<file path="src/core/scu_pkg.sv">
// package of constants and types for the sequencing control unit
package scu_pkg;
  localparam int unsigned PC_W         = 11;
  localparam int unsigned PHASE_W      = 3;
  localparam int unsigned PHASES       = 8;
  localparam int unsigned OP_W         = 5;
  localparam int unsigned OPS          = 32;
  localparam int unsigned FAST_MULT    = 4;
  localparam logic [PC_W-1:0]    PC_RST    = 11'h000;
  localparam logic [PC_W-1:0]    PC_ONES   = 11'h7ff;
  localparam logic [PHASE_W-1:0] PHASE_RST = 3'h0;
  localparam logic [PHASE_W-1:0] PHASE_LAST = 3'h7;
  // operation codes (field of current order)
  localparam logic [OP_W-1:0] OP_ADD_CLR = 5'h01;
  localparam logic [OP_W-1:0] OP_SUB_CLR = 5'h02;
  localparam logic [OP_W-1:0] OP_ADD     = 5'h03;
  localparam logic [OP_W-1:0] OP_MINUS   = 5'h04;
  // phase on which the counter advances (last phase of the cycle)
  localparam logic [PHASE_W-1:0] PC_ADV_PHASE = 3'h7;
  // control phases, zero based: phase 1 is index 0
  localparam int unsigned PH1 = 0;
  localparam int unsigned PH2 = 1;
  localparam int unsigned PH3 = 2;
  localparam int unsigned PH4 = 3;
  localparam logic [1:0] FAST_CNT_RST = 2'h0;

  typedef enum logic [1:0] {
    SCU_STOPPED = 2'b00,
    SCU_RUN     = 2'b01,
    SCU_HALTED  = 2'b11
  } scu_gate_t;
endpackage

</file>
<file path="src/core/scu_tick_if.sv">
// interface carrying the gated clock pulses between modules
`timescale 1ns/1ps
interface scu_tick_if;
  logic slow_tick;
  logic fast_tick;
  modport src (output slow_tick, output fast_tick);
  modport dst (input slow_tick, input fast_tick);
endinterface

</file>
<file path="src/core/scu_top.sv">
// sequencing control: clock gate, counter, distributor, operation gates
`timescale 1ns/1ps
// Contract
// one clock pulse commands one sub-step
// manual step emits exactly one pulse
// fast and slow pulse rates provided
// single step pulses both lines
// pulse stream gated, stops on error/lag
// program counter is eleven bits wide
// counter adds one per completed operation
// counter drives bus, clears, loads bus
// wrap from all ones gives end pulse
// fetch pulses common, execute pulses decoded
// n bits decode to 2^n lines
// eight-way distributor routes pulse to selection
// start line one, advance after pulse
// after line eight return to one
// operation starts at first distributor pulse
// operation decoder asserts one of 32
// control is op AND phase, add-clear phase 1
// shared line: add-clear at phase 2
// same line: sub-clear at phase 3
// add or minus pulses at phase 4
// reset: phase one, counter zero, gate closed
module scu_top #(
  parameter int unsigned PC_WIDTH = scu_pkg::PC_W
) (
  // clock and reset
  input  wire logic                clk,
  input  wire logic                resetn,
  // operator and stop controls
  input  wire logic                start_req,
  input  wire logic                stop_req,
  input  wire logic                step_req,
  input  wire logic                error_stop,
  input  wire logic                lag_stop,
  // order field and counter bus control
  input  wire logic [scu_pkg::OP_W-1:0] op_field,
  input  wire logic                pc_rd,
  input  wire logic                pc_clr,
  input  wire logic                pc_ld,
  input  wire logic [PC_WIDTH-1:0] bus_in,
  // bus and status outputs
  output logic [PC_WIDTH-1:0]      bus_out,
  output logic                     bus_out_en,
  output logic                     end_pulse,
  output logic                     op_start,
  output logic                     running,
  // clock lines out
  output logic                     slow_pulse,
  output logic                     fast_pulse,
  // time pulses and control lines
  output logic [scu_pkg::PHASES-1:0] time_pulse,
  output logic                     ctl_add_clr_p1,
  output logic                     ctl_shared_p23,
  output logic                     ctl_add_sub_p4
);
  typedef struct packed {
    logic [PC_WIDTH-1:0]              pc;
    logic [scu_pkg::PHASE_W-1:0]      phase;
    logic [scu_pkg::PHASES-1:0]       tp;
    logic [PC_WIDTH-1:0]              bus;
    logic                             bus_en;
    logic                             endp;
    logic                             start;
    logic                             run;
    logic                             slow;
    logic                             fast;
    logic                             c1;
    logic                             c23;
    logic                             c4;
  } scu_st_t;

  scu_st_t s_q, s_d;

  scu_tick_if tick ();
  logic                         run_w;
  logic [scu_pkg::PHASES-1:0]   ph_lines;
  logic [scu_pkg::OPS-1:0]      op_lines;
  logic [scu_pkg::PHASES-1:0]   gated;

  // master clock with manual step and stop gating
  scu_clock_gen u_clk (
    .clk        (clk),
    .resetn     (resetn),
    .start_req  (start_req),
    .stop_req   (stop_req),
    .step_req   (step_req),
    .error_stop (error_stop),
    .lag_stop   (lag_stop),
    .tick       (tick),
    .running    (run_w)
  );

  // distributor selector from its binary counter
  scu_decode #(.W(scu_pkg::PHASE_W)) u_ph (
    .sel   (s_q.phase),
    .lines (ph_lines)
  );

  // operation switch from the order's operation field
  scu_decode #(.W(scu_pkg::OP_W)) u_op (
    .sel   (op_field),
    .lines (op_lines)
  );

  // slow pulse routed only to the selected phase line
  assign gated = ph_lines & {scu_pkg::PHASES{tick.slow_tick}};

  // next-state logic
  always_comb begin
    s_d        = s_q;
    s_d.tp     = gated;
    s_d.start  = gated[0];
    s_d.endp   = 1'b0;
    s_d.run    = run_w;
    s_d.slow   = tick.slow_tick;
    s_d.fast   = tick.fast_tick;
    s_d.bus_en = pc_rd;
    s_d.bus    = pc_rd ? s_q.pc : s_q.bus;
    // distributor steps after each emitted pulse, wraps eight to one
    if (tick.slow_tick) begin
      s_d.phase = (s_q.phase == scu_pkg::PHASE_LAST) ?
                  scu_pkg::PHASE_RST : s_q.phase + 3'h1;
    end
    // counter: clear beats load beats increment
    if (pc_clr) begin
      s_d.pc = '0;
    end else if (pc_ld) begin
      s_d.pc = bus_in;
    end else if (tick.slow_tick &&
                 s_q.phase == scu_pkg::PC_ADV_PHASE) begin
      s_d.pc = s_q.pc + PC_WIDTH'(1);
      s_d.endp = (s_q.pc == {PC_WIDTH{1'b1}});
    end
    // execute gates: op line AND phase; fetch pulses are tp itself
    s_d.c1  = op_lines[scu_pkg::OP_ADD_CLR] & gated[scu_pkg::PH1];
    s_d.c23 = (op_lines[scu_pkg::OP_ADD_CLR] & gated[scu_pkg::PH2]) |
              (op_lines[scu_pkg::OP_SUB_CLR] & gated[scu_pkg::PH3]);
    s_d.c4  = (op_lines[scu_pkg::OP_ADD] | op_lines[scu_pkg::OP_MINUS]) &
              gated[scu_pkg::PH4];
  end

  // state register
  always_ff @(posedge clk) begin
    if (!resetn) begin
      s_q       <= '0;
      s_q.phase <= scu_pkg::PHASE_RST;
      s_q.pc    <= PC_WIDTH'(scu_pkg::PC_RST);
    end else begin
      s_q <= s_d;
    end
  end

  // outputs straight from flip-flops
  assign bus_out        = s_q.bus;
  assign bus_out_en     = s_q.bus_en;
  assign end_pulse      = s_q.endp;
  assign op_start       = s_q.start;
  assign running        = s_q.run;
  assign slow_pulse     = s_q.slow;
  assign fast_pulse     = s_q.fast;
  assign time_pulse     = s_q.tp;
  assign ctl_add_clr_p1 = s_q.c1;
  assign ctl_shared_p23 = s_q.c23;
  assign ctl_add_sub_p4 = s_q.c4;
endmodule

</file>
<file path="src/core/scu_clock_gen.sv">
// gated master clock with slow and fast pulse lines
`timescale 1ns/1ps
module scu_clock_gen (
  // clock and reset
  input  wire logic clk,
  input  wire logic resetn,
  // operator and stop controls
  input  wire logic start_req,
  input  wire logic stop_req,
  input  wire logic step_req,
  input  wire logic error_stop,
  input  wire logic lag_stop,
  // pulse outputs
  scu_tick_if.src   tick,
  output logic      running
);
  typedef struct packed {
    scu_pkg::scu_gate_t gate;
    logic [1:0]         fcnt;
    logic               slow;
    logic               fast;
  } scu_cg_st_t;

  scu_cg_st_t s_q, s_d;

  // gate control and pulse generation; fast line runs FAST_MULT per slow
  always_comb begin
    s_d      = s_q;
    s_d.slow = 1'b0;
    s_d.fast = 1'b0;
    case (s_q.gate)
      scu_pkg::SCU_STOPPED: begin
        if (start_req) begin
          s_d.gate = scu_pkg::SCU_RUN;
        end else if (step_req) begin
          s_d.slow = 1'b1;
          s_d.fast = 1'b1;
        end
      end
      scu_pkg::SCU_RUN: begin
        if (error_stop || lag_stop) begin
          s_d.gate = scu_pkg::SCU_HALTED;
        end else if (stop_req) begin
          s_d.gate = scu_pkg::SCU_STOPPED;
        end else begin
          s_d.fast = 1'b1;
          s_d.fcnt = s_q.fcnt + 2'h1;
          s_d.slow = (s_q.fcnt == 2'(scu_pkg::FAST_MULT - 1));
        end
      end
      scu_pkg::SCU_HALTED: begin
        // stays halted until restarted by the operator
        if (start_req) begin
          s_d.gate = scu_pkg::SCU_RUN;
        end else if (step_req) begin
          s_d.slow = 1'b1;
          s_d.fast = 1'b1;
        end
      end
      default: s_d.gate = scu_pkg::SCU_STOPPED;
    endcase
  end

  // state register; gate closed after reset
  always_ff @(posedge clk) begin
    if (!resetn) begin
      s_q.gate <= scu_pkg::SCU_STOPPED;
      s_q.fcnt <= scu_pkg::FAST_CNT_RST;
      s_q.slow <= 1'b0;
      s_q.fast <= 1'b0;
    end else begin
      s_q <= s_d;
    end
  end

  assign tick.slow_tick = s_q.slow;
  assign tick.fast_tick = s_q.fast;
  assign running        = (s_q.gate == scu_pkg::SCU_RUN);
endmodule

</file>
<file path="src/core/scu_decode.sv">
// one-hot decoders for phase and operation field
`timescale 1ns/1ps
module scu_decode #(
  parameter int unsigned W = 3
) (
  // encoded state
  input  wire logic [W-1:0]      sel,
  // one-hot lines
  output logic [(1<<W)-1:0]      lines
);
  // exactly one line high per state combination
  genvar g;
  generate
    for (g = 0; g < (1 << W); g++) begin : g_line
      assign lines[g] = (sel == W'(g));
    end
  endgenerate
endmodule

</file>
<file path="config.mk">
export PLATFORM = sky130hd
export DESIGN_NAME = scu_top
export DESIGN_NICKNAME = d
export VERILOG_FILES = /design/src/core/scu_pkg.sv /design/src/core/scu_tick_if.sv /design/src/core/scu_top.sv /design/src/core/scu_clock_gen.sv /design/src/core/scu_decode.sv
export SDC_FILE = /design/constraint.sdc
export NUM_CORES = 1
export LEC_CHECK = 0
export BUFFER_PORTS_ARGS = -buffer_cell sky130_fd_sc_hd__buf_2
export CAP_MARGIN = 40
export CORE_MARGIN = 5
export CORE_UTILIZATION = 42
export DETAILED_ROUTE_END_ITERATION = 16
export PLACE_DENSITY = 0.74
export SLEW_MARGIN = 15
export SYNTH_ARGS = -nofsm -noshare
export SYNTH_HDL_FRONTEND = slang
export SYNTH_SLANG_ARGS = --single-unit
</file>
<file path="constraint.sdc">
create_clock -name clk -period 5.9 [get_ports clk]
set_clock_uncertainty 0.15 [all_clocks]
set_input_delay 0.59 -clock clk [delete_from_list [all_inputs] [get_ports clk]]
set_output_delay 0.59 -clock clk [all_outputs]
set_load 0.1 [all_outputs]
</file>
# [Yosys cells after proc, flatten, opt, wreduce, memory -nomap -nowiden]
# Index checks and enable logic that the tools add are counted.
[op_classes] reduce_logical=10 n_eq_ne=17 n_mux=12 n_bitwise=11 n_addsub=3
[ops] cell="$mux 11" count=2
[ops] cell="$mux 2" count=7
[ops] cell="$eq 3x3->1 const B" count=4
[ops] cell="$add 11x1->11 const B" count=1
[ops] cell="$eq 11x11->1 const B" count=1
[ops] cell="$eq 5x2->1 const B" count=2
[ops] cell="$and 8x8->8" count=1
[ops] cell="$pmux 2 s2" count=2
[ops] cell="$eq 3x2->1 const B" count=2
[ops] cell="$eq 5x1->1 const B" count=1
[ops] cell="$eq 5x3->1 const B" count=1
[ops] cell="$and 1x1->1" count=4
[ops] cell="$eq 2x2->1 const B" count=2
[ops] cell="$not 1->1" count=4
[ops] cell="$reduce_or 2->1" count=2
[ops] cell="$reduce_or 4->1" count=1
[ops] cell="$add 3x1->3 const B" count=1
[ops] cell="$eq 3x1->1 const B" count=1
[ops] cell="$logic_not 3->1" count=1
[ops] cell="$mux 3" count=1
[ops] cell="$ne 3x2->1 const B" count=1
[ops] cell="$reduce_and 3->1" count=1
[ops] cell="$add 2x1->2 const B" count=1
[ops] cell="$eq 2x1->1 const B" count=1
[ops] cell="other kinds (7)" count=8
[totals] regBits=48

# [Logic depth before layout (Yosys ltp)]
[depth] word_depth=4 mapped_depth=6

# [By module]
# From an unflattened synthesis, not the netlist that was laid out.
[unflattened] cells_unflattened=260 hier_area_um2=2313.5
[by_module_without_submodules] module="scu_top" seq_area_each_um2=820.8 n_inst=1 cells_each=175 area_each_um2=1724.2
[by_module_without_submodules] module="scu_clock_gen" seq_area_each_um2=120.1 n_inst=1 cells_each=30 area_each_um2=302.8
[by_module_without_submodules] module="scu_decode at u_op" seq_area_each_um2=0.0 n_inst=1 cells_each=47 area_each_um2=221.5
[by_module_without_submodules] module="scu_decode at u_ph" seq_area_each_um2=0.0 n_inst=1 cells_each=8 area_each_um2=65.1

# [Worst setup path after synthesis]
# OpenSTA, ideal clock, no wires.
[synth_timing] path_type="reg2out" start="register s_q, in the netlist time_pulse[0]" end="output port time_pulse[0] (netlist bit)" arrival_time_ns=1.356 path_slack_ns=3.804 path_stages_with_launch=2 path_cell_list="dfxtp_1 -> buf_4"
[synth_lines] item="start, declared" line_no="scu_top.sv:74" text="scu_st_t s_q, s_d;"
[synth_lines] item="end, declared" line_no="scu_top.sv:53" text="output logic [scu_pkg::PHASES-1:0] time_pulse,"
# No word-level cell between the ends.

# [Worst setup path in the final report]
[layout_timing] start="register s_q[28] (netlist bit)" end="register s_q[41] (netlist bit)"
[layout_between] elab_chain_cells=3
[layout_rtl] item="$eq 3x3->1" line_no="scu_top.sv:132" text="s_q.phase == scu_pkg::PC_ADV_PHASE) begin"
[layout_rtl] item="$logic_and 1x1->1" line_no="scu_top.sv:131" text="end else if (tick.slow_tick &&"
[layout_rtl] item="$reduce_bool 2->1 (no line)"
# Every way passes these cells.
# A chain may end at the register's enable or synchronous reset.

==> flow_summary.toml <==
[run]
maxCapViolCount = 0

[grt]
grt_pass1_wl_um = 6600
grt_pass1_vias = 1425
grt_max_degree = 21
grt_overflow = 0
grt_usage_pct = 12.8
antenna_found_initial = 0

[clock_tree]
ctsRootBufferMaster = "clkbuf_8"
cts-buffers-inserted = 5
cts_resized = 0
clk_pin_slew_worst_paths_ns = 0.08
htree_levels = 2
cts.path.max_buffers = 2
cts_tree = "done"
post_cts_buffers = 0
hold_buffers = 0
cts.sinks = 47
clk_latency_ns = 0.29

[synth]
yosys.area.top_type_share_pct = 43.8
syn_area_um2 = 2150
syn-num-nets = 256
yosysWarnings = 0
ys_ff_latch = 47
synth_ff_type = "dfxtp_1"
avgSynthCellArea_um2 = 9.77
seq_area_frac_synth_pct = 43.8
synthCells = 220
synth_largest_area_cell = "dfxtp_1"
synth_cell_types = 45
async_reset_ff_share_pct = 0
synth_edf_count = 0
netlist_top_cells_area = "dfxtp_1 (44%), buf_4 (7.0%), mux2i_1 (6.1%)"

[floorplan]
ios = 54
initial_core_util_pct = 42.6
die_width_um = 81.5
die_area_um2 = 6650
rows = 26
die_h_um = 81.5
core-area_um2 = 5040

[placement]
pre_cts_slack_ns = 3.75
port-buffer-count = 53
place.gp.congestion = 0.804
dp_hpwl_um = 3100

[cells_and_area]
area_delta_synth_final_pct = 12.4
multi_input_area_um2 = 983
nets = 289
nFillCells = 486
seq_area_um2 = 941
antenna_cells = 0
drive_gt1_share_pct = 26.4

[worst_setup_path]
worst_setup_path_start_kind = "register"
r2r_start = "s_q[28]$_SDFFE_PN0P_"
crit_end = "s_q[41]$_SDFFE_PP0P_"
cp-startpoint = "s_q[28]$_SDFFE_PN0P_"
critPathKind = "register to register"
end_kind = "register"
arrival_ns = 2.19
ff2ff_path_depth = 5
timing.rr.end = "s_q[41]$_SDFFE_PP0P_"
path_max_fanout = 8
r2r_setup_slack_ns = 3.75
required_ns = 5.93

[sta]
finalSetupViolCount = 0
fin_tns_setup_ns = 0
max_slew.worst_pin.slew_ns = 0.704
setup_ws_ns = 3.75
hold_viol = 0
slew_violations = 0
rsz0062_at_grt = "no"
period_minus_slack_ns = 2.15
period_share_pct = 36.5
relSlewSlack_pct = 53.0
clock.fmax_mhz = 464

[worst_hold_path]
hold_class = "register to register"

[power_and_ir_drop]
p_per_area_nw_per_um2 = 275
ir_drop_mv = 0.148
leakage_nw = 1.15

[status]
status = "finished clean"

[drt]
routed_wirelength_um = 4120
antenna_left = 0
vias = 1554
drc = 0
drt_iter0_markers = 61
first_pass_iters = 4
vias_per_cell = 4.80
wl_per_cell_um = 12.7
## flip-flops by register name, summed over array words and instances, names as in the netlist
name                  flops
bus_out                  11
bus_out_en                1
ctl_add_clr_p1            1
ctl_add_sub_p4            1
ctl_shared_p23            1
end_pulse                 1
fast_pulse                1
running                   1
s_q                      14
slow_pulse                1
time_pulse                8
u_clk.s_q                 4
u_clk.tick.fast_tick      1
u_clk.tick.slow_tick      1
## report_power, final
group	leakage [nW]	internal, mW	switching, mW	total (mW)
Sequential	0.382	0.332	0.0141	0.346
Combinational	0.713	0.0382	0.0741	0.112
Clock	0.0515	0.107	0.0985	0.206
Total	1.15	0.477	0.187	0.664
## logic make-up (layout without fill, tap and decap cells)
group | count (synthesis) | count (layout) | synth area share (%)
AND/OR/NAND/NOR | 77 | 77 | 20.1
flip-flops | 47 | 47 | 43.8
buffers and inverters | 37 | 71 | 10.4
AO/OA/AOI/OAI | 33 | 33 | 12.6
multiplexers | 13 | 13 | 6.06
adder cells (fa/ha/maj) | 10 | 10 | 5.82
XOR/XNOR | 3 | 3 | 1.22
## cells in the mapped netlist, drive strengths merged (2+ instances only)
cell	number
a2111oi	2
a21oi	4
and2	5
and3	10
buf	24
clkbuf	3
dfxtp	47
ha	10
inv	10
mux2i	13
nand2	8
nand2b	8
nand3	4
nand3b	2
nand4	3
nor2	23
nor2b	2
nor3	5
nor4	3
o21a	4
o21ai	3
o311a	7
o31a	3
xnor2	2
## layout by cell type, fill, tap and decap left out, types with 2 or more instances in the layout
cell and count:
o31a_1 2, nor4_1 3, nor2b_1 2, nand3_1 3
xnor2_1 2, nor3_1 5, buf_2 53, and3_1 10
nand2b_1 8, o21a_1 4, nand3b_1 2, and2_1 5
nand2_1 8, clkbuf_8 7, a2111oi_0 2, a21oi_1 4
inv_1 10, dfxtp_1 47, o21ai_0 3, nand4_2 2
mux2i_1 13, ha_1 10, o311a_1 7, nor2_1 23
## worst max-delay path, stage by stage, from the launching register on
cell     delay, ns
dfxtp_1       0.41
ha_1          0.21
ha_1          0.35
nand3_2       0.23
o41a_1        0.42
o311a_1       0.28
## area by class of cell
class / count / area share (%)
Tap cell: 70 / 3.63
Multi-Input combinational cell: 136 / 40.7
Clock buffer: 8 / 4.15
Inverter: 10 / 1.55
Timing Repair Buffer: 53 / 11.0
Sequential cell: 47 / 39.0
## worst min-delay path by stage
stage                                          startpoint  cells past startpoint  slack, ns                    end
after floorplan           u_clk.tick.fast_tick$_SDFF_PN0_                      1       0.26  fast_pulse$_SDFF_PN0_
after global placement    u_clk.tick.fast_tick$_SDFF_PN0_                      1       0.28  fast_pulse$_SDFF_PN0_
after detailed placement  u_clk.tick.fast_tick$_SDFF_PN0_                      1       0.28  fast_pulse$_SDFF_PN0_
after CTS                 u_clk.tick.fast_tick$_SDFF_PN0_                      1       0.30  fast_pulse$_SDFF_PN0_
after global routing      u_clk.tick.fast_tick$_SDFF_PN0_                      1       0.33  fast_pulse$_SDFF_PN0_
final                     u_clk.tick.fast_tick$_SDFF_PN0_                      1       0.29  fast_pulse$_SDFF_PN0_
## metrics by stage
stage | util (%) | instances | power, mW | area (um2) | hold slack [ns]
CTS | 47.9 | 324 | 0.672 | 2410 | 0.295
global placement | 45.9 | 316 | 0.464 | 2310 | 0.283
global route | 47.9 | 324 | 0.698 | 2410 | 0.332
floorplan | - | 220 | 0.443 | 2150 | 0.262
detailed placement | 45.9 | 316 | 0.467 | 2310 | 0.276
finish | 47.9 | 324 | 0.664 | 2410 | 0.292
## metal layers
metal  up-vias  GRT usage, %  part of all wire [%]
li1        823             -                     -
met1       687          15.9                    44
met2        39          22.0                    49
met3         5          2.96                   5.6
met4         0          4.05                  0.92
met5         -             0                     0
(Power assumes the default switching activity.)
